### src/common/psm_consts.vh
`ifndef PSM_CONSTS_VH
`define PSM_CONSTS_VH

// ==================================================
// Register byte addresses (one 32-bit word each)
`define PSM_ADDR_GPIO_EN 8'h00
`define PSM_ADDR_GPIO_DIR 8'h04
`define PSM_ADDR_GPIO_OUT 8'h08
`define PSM_ADDR_GPIO_IN 8'h0C
`define PSM_ADDR_PERIPH_CFG 8'h10
`define PSM_ADDR_STATUS 8'h14

// ==================================================
// Field positions in the peripheral config register
`define PSM_CFG_VIDEO1_BIT 0
`define PSM_CFG_AUDIO0_BIT 1
`define PSM_CFG_ETH_BIT 2

// ==================================================
// Field positions in the status register
`define PSM_ST_HOST_SEL_BIT 0
`define PSM_ST_ETH_ACTIVE_BIT 1
`define PSM_ST_VIDEO1_OWN_BIT 2
`define PSM_ST_AUDIO0_OWN_BIT 3

// ==================================================
// GPIO bank layout
`define PSM_GPIO_W 16
`define PSM_GPIO_CLK4_BIT 1
`define PSM_GPIO_CLK6_BIT 2
`define PSM_GPIO_VCXO_BIT 8
`define PSM_GPIO_PCI_LO 9
`define PSM_GPIO_PCI_HI 15
`define PSM_PCI_SHARED_W 7
// Only enable bits of pins that really sit on a shared pad are writable
`define PSM_GPIO_EN_MASK 16'hFF06

// ==================================================
// Widths of the other pin groups
`define PSM_AV_W 8
`define PSM_PCI_SOLO_W 8

// ==================================================
// Reset values
`define PSM_RST_GPIO_EN 16'h0000
`define PSM_RST_GPIO_DIR 16'h0000
`define PSM_RST_GPIO_OUT 16'h0000
`define PSM_RST_CFG 3'h0

`endif

### src/design/psm_strap_latch.v
`timescale 1ns/1ns
`default_nettype none

module psm_strap_latch (
   input wire clk_i,
   input wire rst_i,
   input wire strap_i,
   output wire latched_o
);

   reg latched;

   // ==================================================
   // Strap capture
   // Follows the pull level only while reset is held; frozen after release
   always @(posedge clk_i) begin
      if (rst_i) begin
         latched <= strap_i;
      end
   end

   assign latched_o = latched;

endmodule // psm_strap_latch

`default_nettype wire

### src/design/psm_pad_sel.v
`timescale 1ns/1ns
`default_nettype none

module psm_pad_sel (
   input wire sel_a_i,
   input wire sel_b_i,
   input wire a_out_i,
   input wire a_oe_i,
   input wire b_out_i,
   input wire b_oe_i,
   input wire pad_in_i,
   output wire pad_out_o,
   output wire pad_oe_o,
   output wire a_in_o,
   output wire b_in_o
);

   wire own_a;
   wire own_b;

   // ==================================================
   // Ownership: source a wins a double enable, so one driver only
   assign own_a = sel_a_i;
   assign own_b = sel_b_i & ~sel_a_i;

   // Pad drive; no owner leaves the pad floating
   assign pad_out_o = own_a ? a_out_i : (own_b ? b_out_i : 1'b0);
   assign pad_oe_o = own_a ? a_oe_i : (own_b ? b_oe_i : 1'b0);

   // Non-owners see a quiet zero, not the other function's traffic
   assign a_in_o = own_a & pad_in_i;
   assign b_in_o = own_b & pad_in_i;

endmodule // psm_pad_sel

`default_nettype wire

### src/design/psm_top.v
// What this block does
// - The host-bus select is taken from the strap pin only while reset is held and ignores the pin afterwards.
// - Each strap-selected pin group has at most one owning function after reset.
// - After reset both clock pins drive the divided CPU clocks and become GPIO only once their enable bits are set.
// - A set GPIO enable bit gives the pin to GPIO (pins 8..15 only at host-bus select 0), whose direction bit makes it an input at 0 and an output at 1.
// - After reset the GPIO 8 pin carries the VCXO control output with its enable and the Ethernet enable cleared.
// - GPIO 8 takes its pin only while the host-bus select is 0 and its enable bit is set, direction picking in or out.
// - GPIO 15..9 act as GPIO only while the host-bus select is 0 and their enables are set, direction picking in or out.
// - After reset the eight video/audio shared pins carry neither function and both enable bits are 0.
// - With the video 1 enable set the eight pins carry video 1 data bits 19..12 and the audio data stays off.
// - With only the audio 0 enable set the eight pins carry audio serial data 7..0 and the video 1 data stays off.
// - While the host-bus select is 0 every stand-alone PCI pin is tied off and floats.
// - The host-bus select reads 0 for PCI off (default) and 1 for PCI on and chooses PCI against the other functions.
// - The Ethernet enable reads 0 by default, 1 when set, and does nothing while the host-bus select is 1.
//
// Our own choices: the register addresses and the Wishbone register port.
`timescale 1ns/1ns
`default_nettype none
`include "psm_consts.vh"

module psm_top (
   input wire clk_i,
   input wire rst_i,
   // Wishbone classic slave
   input wire wb_cyc_i,
   input wire wb_stb_i,
   input wire wb_we_i,
   input wire [7:0] wb_adr_i,
   input wire [3:0] wb_sel_i,
   input wire [31:0] wb_dat_i,
   output wire [31:0] wb_dat_o,
   output wire wb_ack_o,
   // Strap for the host-bus select
   input wire strap_host_bus_sel_i,
   // Internal function sources
   input wire cpu_div4_clock_out_i,
   input wire cpu_div6_clock_out_i,
   input wire vcxo_control_output_i,
   // Clock-output pads
   input wire pad_clk4_i,
   output wire pad_clk4_o,
   output wire pad_clk4_oe_o,
   input wire pad_clk6_i,
   output wire pad_clk6_o,
   output wire pad_clk6_oe_o,
   // VCXO / GPIO 8 pad
   input wire pad_gp8_i,
   output wire pad_gp8_o,
   output wire pad_gp8_oe_o,
   // PCI / GPIO 15..9 pads and PCI core side
   input wire [`PSM_PCI_SHARED_W-1:0] pad_pci_gpio_i,
   output wire [`PSM_PCI_SHARED_W-1:0] pad_pci_gpio_o,
   output wire [`PSM_PCI_SHARED_W-1:0] pad_pci_gpio_oe_o,
   input wire [`PSM_PCI_SHARED_W-1:0] pci_shared_out_i,
   input wire [`PSM_PCI_SHARED_W-1:0] pci_shared_oe_i,
   output wire [`PSM_PCI_SHARED_W-1:0] pci_shared_in_o,
   // Stand-alone PCI pads and PCI core side
   input wire [`PSM_PCI_SOLO_W-1:0] pad_pci_solo_i,
   output wire [`PSM_PCI_SOLO_W-1:0] pad_pci_solo_o,
   output wire [`PSM_PCI_SOLO_W-1:0] pad_pci_solo_oe_o,
   input wire [`PSM_PCI_SOLO_W-1:0] pci_solo_out_i,
   input wire [`PSM_PCI_SOLO_W-1:0] pci_solo_oe_i,
   output wire [`PSM_PCI_SOLO_W-1:0] pci_solo_in_o,
   // Video 1 upper data / audio 0 serial data pads
   input wire [`PSM_AV_W-1:0] pad_av_i,
   output wire [`PSM_AV_W-1:0] pad_av_o,
   output wire [`PSM_AV_W-1:0] pad_av_oe_o,
   input wire [`PSM_AV_W-1:0] video1_data_pins_out_i,
   input wire [`PSM_AV_W-1:0] video1_data_pins_oe_i,
   output wire [`PSM_AV_W-1:0] video1_data_pins_in_o,
   input wire [`PSM_AV_W-1:0] audio0_serial_data_pins_out_i,
   input wire [`PSM_AV_W-1:0] audio0_serial_data_pins_oe_i,
   output wire [`PSM_AV_W-1:0] audio0_serial_data_pins_in_o,
   // Peripheral enables towards the core
   output wire pci_enable_o,
   output wire host_port_enable_o,
   output wire ethernet_enable_o,
   output wire video1_data_enable_o,
   output wire audio0_data_enable_o
);

   // ==================================================
   // Register state
   reg [`PSM_GPIO_W-1:0] gpio_pin_enable_bit;
   reg [`PSM_GPIO_W-1:0] gpio_pin_direction_bit;
   reg [`PSM_GPIO_W-1:0] gpio_out;
   reg [`PSM_GPIO_W-1:0] gpio_in;
   reg video1_data_enable;
   reg audio0_data_enable;
   reg ethernet_enable_bit;
   reg ack;
   reg [31:0] rd_data;
   reg [31:0] next_rd_data;
   reg [`PSM_GPIO_W-1:0] next_gpio_in;

   wire host_sel;
   wire req;
   wire wr_stb;
   wire [7:0] word_adr;
   wire [`PSM_GPIO_W-1:0] lane_mask;
   wire [`PSM_GPIO_W-1:0] wr_half;
   wire gpio1_enable_bit;
   wire gpio2_enable_bit;
   wire gpio8_enable_bit;
   wire gpio8_direction_bit;
   wire own_gp1;
   wire own_gp2;
   wire own_gp8;
   wire [`PSM_PCI_SHARED_W-1:0] own_gp_pci;
   wire [`PSM_PCI_SHARED_W-1:0] pci_en_en;
   wire [`PSM_PCI_SHARED_W-1:0] pci_en_dir;
   wire [`PSM_PCI_SHARED_W-1:0] pci_en_out;
   wire [`PSM_AV_W-1:0] av_video_sel;
   wire [`PSM_AV_W-1:0] av_audio_sel;

   // ==================================================
   // Host-bus select strap
   psm_strap_latch u_strap (
      .clk_i(clk_i),
      .rst_i(rst_i),
      .strap_i(strap_host_bus_sel_i),
      .latched_o(host_sel)
   );

   // PCI against host port, MAC, management and GPIO
   assign pci_enable_o = host_sel;
   assign host_port_enable_o = ~host_sel;

   // ==================================================
   // Wishbone decode
   assign req = wb_cyc_i & wb_stb_i;
   assign wr_stb = req & wb_we_i & ~ack;
   assign word_adr = {wb_adr_i[7:2], 2'b00};
   // Only the two low byte lanes carry register bits
   assign lane_mask = {{8{wb_sel_i[1]}}, {8{wb_sel_i[0]}}};
   assign wr_half = wb_dat_i[15:0];

   // Ack one cycle after the request, dropped the next cycle
   always @(posedge clk_i) begin
      if (rst_i) begin
         ack <= 1'b0;
      end else begin
         ack <= req & ~ack;
      end
   end

   assign wb_ack_o = ack;

   // ==================================================
   // GPIO registers
   // Unmasked enable bits have no pad behind them, so they stay 0
   always @(posedge clk_i) begin
      if (rst_i) begin
         gpio_pin_enable_bit <= `PSM_RST_GPIO_EN;
         gpio_pin_direction_bit <= `PSM_RST_GPIO_DIR;
         gpio_out <= `PSM_RST_GPIO_OUT;
      end else if (wr_stb) begin
         if (word_adr == `PSM_ADDR_GPIO_EN) begin
            gpio_pin_enable_bit <= (gpio_pin_enable_bit & ~lane_mask)
               | (wr_half & lane_mask & `PSM_GPIO_EN_MASK);
         end
         if (word_adr == `PSM_ADDR_GPIO_DIR) begin
            gpio_pin_direction_bit <= (gpio_pin_direction_bit & ~lane_mask) | (wr_half & lane_mask);
         end
         if (word_adr == `PSM_ADDR_GPIO_OUT) begin
            gpio_out <= (gpio_out & ~lane_mask) | (wr_half & lane_mask);
         end
      end
   end

   // ==================================================
   // Peripheral config register
   // Changing these at run time glitches the pads; set once at boot
   always @(posedge clk_i) begin
      if (rst_i) begin
         video1_data_enable <= 1'b0;
         audio0_data_enable <= 1'b0;
         ethernet_enable_bit <= 1'b0;
      end else if (wr_stb && (word_adr == `PSM_ADDR_PERIPH_CFG) && wb_sel_i[0]) begin
         video1_data_enable <= wb_dat_i[`PSM_CFG_VIDEO1_BIT];
         audio0_data_enable <= wb_dat_i[`PSM_CFG_AUDIO0_BIT];
         ethernet_enable_bit <= wb_dat_i[`PSM_CFG_ETH_BIT];
      end
   end

   // MAC stays powered down while PCI owns the shared pins
   assign ethernet_enable_o = ethernet_enable_bit & ~host_sel;
   // Video wins a double enable
   assign video1_data_enable_o = video1_data_enable;
   assign audio0_data_enable_o = audio0_data_enable & ~video1_data_enable;

   // ==================================================
   // Clock-output pads
   assign gpio1_enable_bit = gpio_pin_enable_bit[`PSM_GPIO_CLK4_BIT];
   assign gpio2_enable_bit = gpio_pin_enable_bit[`PSM_GPIO_CLK6_BIT];
   assign own_gp1 = gpio1_enable_bit;
   assign own_gp2 = gpio2_enable_bit;

   // Divided clock by default, GPIO only once enabled
   assign pad_clk4_o = own_gp1 ? gpio_out[`PSM_GPIO_CLK4_BIT] : cpu_div4_clock_out_i;
   assign pad_clk4_oe_o = own_gp1 ? gpio_pin_direction_bit[`PSM_GPIO_CLK4_BIT] : 1'b1;
   assign pad_clk6_o = own_gp2 ? gpio_out[`PSM_GPIO_CLK6_BIT] : cpu_div6_clock_out_i;
   assign pad_clk6_oe_o = own_gp2 ? gpio_pin_direction_bit[`PSM_GPIO_CLK6_BIT] : 1'b1;

   // ==================================================
   // VCXO / GPIO 8 pad
   assign gpio8_enable_bit = gpio_pin_enable_bit[`PSM_GPIO_VCXO_BIT];
   assign gpio8_direction_bit = gpio_pin_direction_bit[`PSM_GPIO_VCXO_BIT];
   // PCI-enabled strap keeps GPIO 8 off the pad regardless of its enable
   assign own_gp8 = ~host_sel & gpio8_enable_bit;
   assign pad_gp8_o = own_gp8 ? gpio_out[`PSM_GPIO_VCXO_BIT] : vcxo_control_output_i;
   assign pad_gp8_oe_o = own_gp8 ? gpio8_direction_bit : 1'b1;

   // ==================================================
   // PCI / GPIO 15..9 pads
   assign pci_en_en = gpio_pin_enable_bit[`PSM_GPIO_PCI_HI:`PSM_GPIO_PCI_LO];
   assign pci_en_dir = gpio_pin_direction_bit[`PSM_GPIO_PCI_HI:`PSM_GPIO_PCI_LO];
   assign pci_en_out = gpio_out[`PSM_GPIO_PCI_HI:`PSM_GPIO_PCI_LO];
   assign own_gp_pci = {`PSM_PCI_SHARED_W{~host_sel}} & pci_en_en;

   // PCI owns all seven when strapped on; else GPIO or floating
   genvar gi;
   generate
      for (gi = 0; gi < `PSM_PCI_SHARED_W; gi = gi + 1) begin : g_pci_gpio
         assign pad_pci_gpio_o[gi] = host_sel ? pci_shared_out_i[gi]
            : (own_gp_pci[gi] & pci_en_out[gi]);
         assign pad_pci_gpio_oe_o[gi] = host_sel ? pci_shared_oe_i[gi]
            : (own_gp_pci[gi] & pci_en_dir[gi]);
         assign pci_shared_in_o[gi] = host_sel & pad_pci_gpio_i[gi];
      end
   endgenerate

   // ==================================================
   // Stand-alone PCI pads
   // Tied off and floating while PCI is strapped off
   assign pad_pci_solo_o = pci_solo_out_i & {`PSM_PCI_SOLO_W{host_sel}};
   assign pad_pci_solo_oe_o = pci_solo_oe_i & {`PSM_PCI_SOLO_W{host_sel}};
   assign pci_solo_in_o = pad_pci_solo_i & {`PSM_PCI_SOLO_W{host_sel}};

   // ==================================================
   // Video 1 upper data / audio 0 serial data pads
   // Pad n carries video data bit 12+n or audio data line n
   assign av_video_sel = {`PSM_AV_W{video1_data_enable}};
   assign av_audio_sel = {`PSM_AV_W{audio0_data_enable}};

   genvar ai;
   generate
      for (ai = 0; ai < `PSM_AV_W; ai = ai + 1) begin : g_av
         psm_pad_sel u_sel (
            .sel_a_i(av_video_sel[ai]),
            .sel_b_i(av_audio_sel[ai]),
            .a_out_i(video1_data_pins_out_i[ai]),
            .a_oe_i(video1_data_pins_oe_i[ai]),
            .b_out_i(audio0_serial_data_pins_out_i[ai]),
            .b_oe_i(audio0_serial_data_pins_oe_i[ai]),
            .pad_in_i(pad_av_i[ai]),
            .pad_out_o(pad_av_o[ai]),
            .pad_oe_o(pad_av_oe_o[ai]),
            .a_in_o(video1_data_pins_in_o[ai]),
            .b_in_o(audio0_serial_data_pins_in_o[ai])
         );
      end
   endgenerate

   // ==================================================
   // GPIO input sampling
   // Only GPIO-owned pins are sampled; others read 0 so a clock does not show up
   always @* begin
      next_gpio_in = {`PSM_GPIO_W{1'b0}};
      next_gpio_in[`PSM_GPIO_CLK4_BIT] = own_gp1 & pad_clk4_i;
      next_gpio_in[`PSM_GPIO_CLK6_BIT] = own_gp2 & pad_clk6_i;
      next_gpio_in[`PSM_GPIO_VCXO_BIT] = own_gp8 & pad_gp8_i;
      next_gpio_in[`PSM_GPIO_PCI_HI:`PSM_GPIO_PCI_LO] = own_gp_pci & pad_pci_gpio_i;
   end

   always @(posedge clk_i) begin
      if (rst_i) begin
         gpio_in <= {`PSM_GPIO_W{1'b0}};
      end else begin
         gpio_in <= next_gpio_in;
      end
   end

   // ==================================================
   // Read mux
   // Unmapped addresses still ack, reading zero, so a stray read never hangs
   always @* begin
      next_rd_data = 32'h00000000;
      case (word_adr)
         `PSM_ADDR_GPIO_EN: begin
            next_rd_data[15:0] = gpio_pin_enable_bit;
         end
         `PSM_ADDR_GPIO_DIR: begin
            next_rd_data[15:0] = gpio_pin_direction_bit;
         end
         `PSM_ADDR_GPIO_OUT: begin
            next_rd_data[15:0] = gpio_out;
         end
         `PSM_ADDR_GPIO_IN: begin
            next_rd_data[15:0] = gpio_in;
         end
         `PSM_ADDR_PERIPH_CFG: begin
            next_rd_data[`PSM_CFG_VIDEO1_BIT] = video1_data_enable;
            next_rd_data[`PSM_CFG_AUDIO0_BIT] = audio0_data_enable;
            next_rd_data[`PSM_CFG_ETH_BIT] = ethernet_enable_bit;
         end
         `PSM_ADDR_STATUS: begin
            next_rd_data[`PSM_ST_HOST_SEL_BIT] = host_sel;
            next_rd_data[`PSM_ST_ETH_ACTIVE_BIT] = ethernet_enable_o;
            next_rd_data[`PSM_ST_VIDEO1_OWN_BIT] = video1_data_enable_o;
            next_rd_data[`PSM_ST_AUDIO0_OWN_BIT] = audio0_data_enable_o;
         end
         default: begin
            next_rd_data = 32'h00000000;
         end
      endcase
   end

   // Read data registered with the ack
   always @(posedge clk_i) begin
      if (rst_i) begin
         rd_data <= 32'h00000000;
      end else if (req & ~ack) begin
         rd_data <= next_rd_data;
      end
   end

   assign wb_dat_o = rd_data;

endmodule // psm_top

`default_nettype wire

### config.mk
export PLATFORM = sky130hd
export DESIGN_NAME = psm_top
export DESIGN_NICKNAME = d
export VERILOG_FILES = /design/src/design/psm_strap_latch.v /design/src/design/psm_pad_sel.v /design/src/design/psm_top.v
export VERILOG_INCLUDE_DIRS = /design/src /design/src/common
export SDC_FILE = /design/constraint.sdc
export NUM_CORES = 1
export LEC_CHECK = 0
export BUFFER_PORTS_ARGS = -buffer_cell sky130_fd_sc_hd__clkbuf_2
export CAP_MARGIN = 15
export CORE_AREA = 2 2 102 104
export CTS_BUF_LIST = sky130_fd_sc_hd__clkbuf_8
export CTS_CLUSTER_SIZE = 10
export DETAILED_ROUTE_END_ITERATION = 12
export DIE_AREA = 0 0 104 106
export PLACE_DENSITY = 0.79
export SYNTH_ARGS = -nofsm -noshare
export SYNTH_HDL_FRONTEND = slang
export SYNTH_SLANG_ARGS = --single-unit
### constraint.sdc
create_clock -name clk_i -period 2.4 [get_ports clk_i]
set_input_delay 0.48 -clock clk_i [delete_from_list [all_inputs] [get_ports clk_i]]
set_output_delay 0.48 -clock clk_i [all_outputs]
set_load 0.03 [all_outputs]
==> results_dict.tcl <==
set metrics [dict create \
    critPathLaunchType "register" \
    yosysUniqueCellTypes 38 \
    fin_nets 805 \
    diodes 0 \
    drt_iter0_markers 243 \
    cts_root_buf "clkbuf_8" \
    ir_worst_vdd_mv 0.2851 \
    fin_setup_tns_ns 0 \
    finalCritPeriodShare 0.9413 \
    start_util 0.4329 \
    hold_violations 0 \
    final_common_cell "clkbuf_2" \
    antenna_left 0 \
    slew_headroom 0.5702 \
    grt_pass1_vias 3771 \
    syn_inst 474 \
    vias_per_cell 4.953 \
    hpwl_um 9219 \
    place_inst 789 \
    io_buffers 225 \
    fin_crit_ns 2.259 \
    final_util 0.5559 \
    grt_max_degree 61 \
    dr.pass1.iters 4 \
    grt_setup_unrepaired "false" \
    place_congestion 0.8673 \
    synth_warnings 0 \
    grtUsageMet2 0.3961 \
    post_cts_buffers 0 \
    tightest_slew_ns 0.6440 \
    skew_ns 0.007911 \
    met3_usage 0.05702 \
    wire_per_inst_um 14.78 \
    rows 37 \
    grt_usage 0.2092 \
    reg2reg_from "wb_ack_o" \
    grt_overflow_total 0 \
    final_cell_mix "225 x clkbuf_2, 78 x dfxtp_1, 64 x nor2_1, 54 x mux2i_1, 53 x and2_1" \
    cts_buffer_depth 2 \
    p_leak_nw 2.622 \
    dieHeight_um 106 \
    avgSynthCellArea_um2 9.133 \
    dieArea_um2 11020 \
    cp.arrival_ns 1.78 \
    gr-max-usage-layer "met2" \
    crit_type "reg -> out" \
    netlist_area_um2 4329 \
    synth_ff_type "dfxtp_1" \
    coreArea_um2 10000 \
    clock_latency_ns 0.36 \
    clock_sinks 79 \
    drcViolationCount 0 \
    setup_viol 0 \
    ioPinCount 262 \
    max_cap_viol_count 0 \
    cp.required_ns 1.92 \
    cellPowerDensity_nw_per_um2 530.7 \
    ys_seq_area_frac 0.3676 \
    met1_usage 0.2217 \
    async_flop_share 0 \
    cts_hold_buf 0 \
    die_w_um 104 \
    antenna_found_initial 0 \
    synth_edf_count 1 \
    synth-seq-cells 79 \
    outcome "completed" \
    cts_inserted_buffers 9 \
    worstHoldStart "strap_host_bus_sel_i" \
    routed_wirelength_um 11880 \
    clk_pin_slew_ns 0.07 \
    num_vias 3982 \
    syn_to_final_growth_pct 28.41 \
    drive_gt1_frac 0.4147 \
    fin_cells 804 \
    cp_max_fo 25 \
    cts-resized-gates 0 \
    end_kind "output port" \
    cp-startpoint "video1_data_enable_o" \
    fmax_ghz 0.4426 \
    h-tree-depth 3 \
    tritoncts "built" \
    slew_viol_final 0 \
    grt_pass1_wl_um 18410 \
    holdCritPathClass "in -> reg" \
]
==> report_power, final <==
part           internal (mW)  total (mW)  switching [mW]  leakage (nW)
logic                  0.166       0.486           0.321          1.86
registers               1.32        1.32         0.00539         0.638
clock network          0.676        1.14           0.466         0.122
==> final timing paths <==
check	endpoint	slack [ns]	cells after the start
max	pad_av_oe_o[0]	0.14	4
min	u_strap.latched_o	0.31	1
max reg2reg	ethernet_enable_bit	0.67	5
min reg2reg	gpio_pin_enable_bit[3]	0.46	1
==> metal layers <==
metal,vias to the layer above,routed length [µm]
li1,1953,-
met1,1848,4517
met2,168,6318
met3,13,818
met4,0,228
met5,-,0
==> cells in the mapped netlist, drive strengths merged, types with 6 or more instances <==
cell type | number | area share
and3 | 8 | 0.012
mux2i | 54 | 0.12
nor4 | 7 | 0.029
dfxtp | 78 | 0.36
nand2b | 6 | 0.0087
mux4 | 8 | 0.042
buf | 55 | 0.092
a22o | 23 | 0.047
and2 | 53 | 0.077
clkbuf | 22 | 0.019
o21ai | 18 | 0.021
nand2 | 34 | 0.029
nor2 | 64 | 0.055
==> worst max-delay path, stage by stage, from the launching register on <==
cell	delay (ns)
dfxtp_1	0.31
nand2b_1	0.16
inv_1	0.49
a22o_1	0.25
clkbuf_2	0.21
==> stage by stage <==
step                      power (mW)  cell area, µm²  hold slack [ns]  setup slack (ns)
after detailed placement       1.840            5333           0.4430            0.2919
after global routing           3.067            5559           0.2927          0.002811
final                          2.950            5559           0.3081            0.1408
after CTS                      2.971            5559           0.2935            0.1190
after global placement         1.833            5333           0.4423            0.3108
after floorplan                1.659            4385           0.4257            0.2266
==> cell type report <==
cell class / instances / area [µm²]
tap: 136 / 170.2
clock inverter: 6 / 102.6
clock buffer: 9 / 123.9
fill: 899 / 4441
multi-input combinational: 330 / 2301
timing repair buffer: 241 / 1259
sequential: 79 / 1592
inverter: 3 / 11.26
==> cell families (layout without fill, tap and decap cells) <==
| logic type | Yosys count | count (layout) | synth area share |
|---|---|---|---|
| buffers and inverters | 80 | 259 | 0.1139 |
| flip-flops | 79 | 79 | 0.3676 |
| AND/OR/NAND/NOR | 189 | 189 | 0.2382 |
| other | 1 | 16 | 0.0008662 |
| AO/OA/AOI/OAI | 58 | 58 | 0.1000 |
| multiplexers | 67 | 67 | 0.1795 |
(Power assumes the default switching activity.)
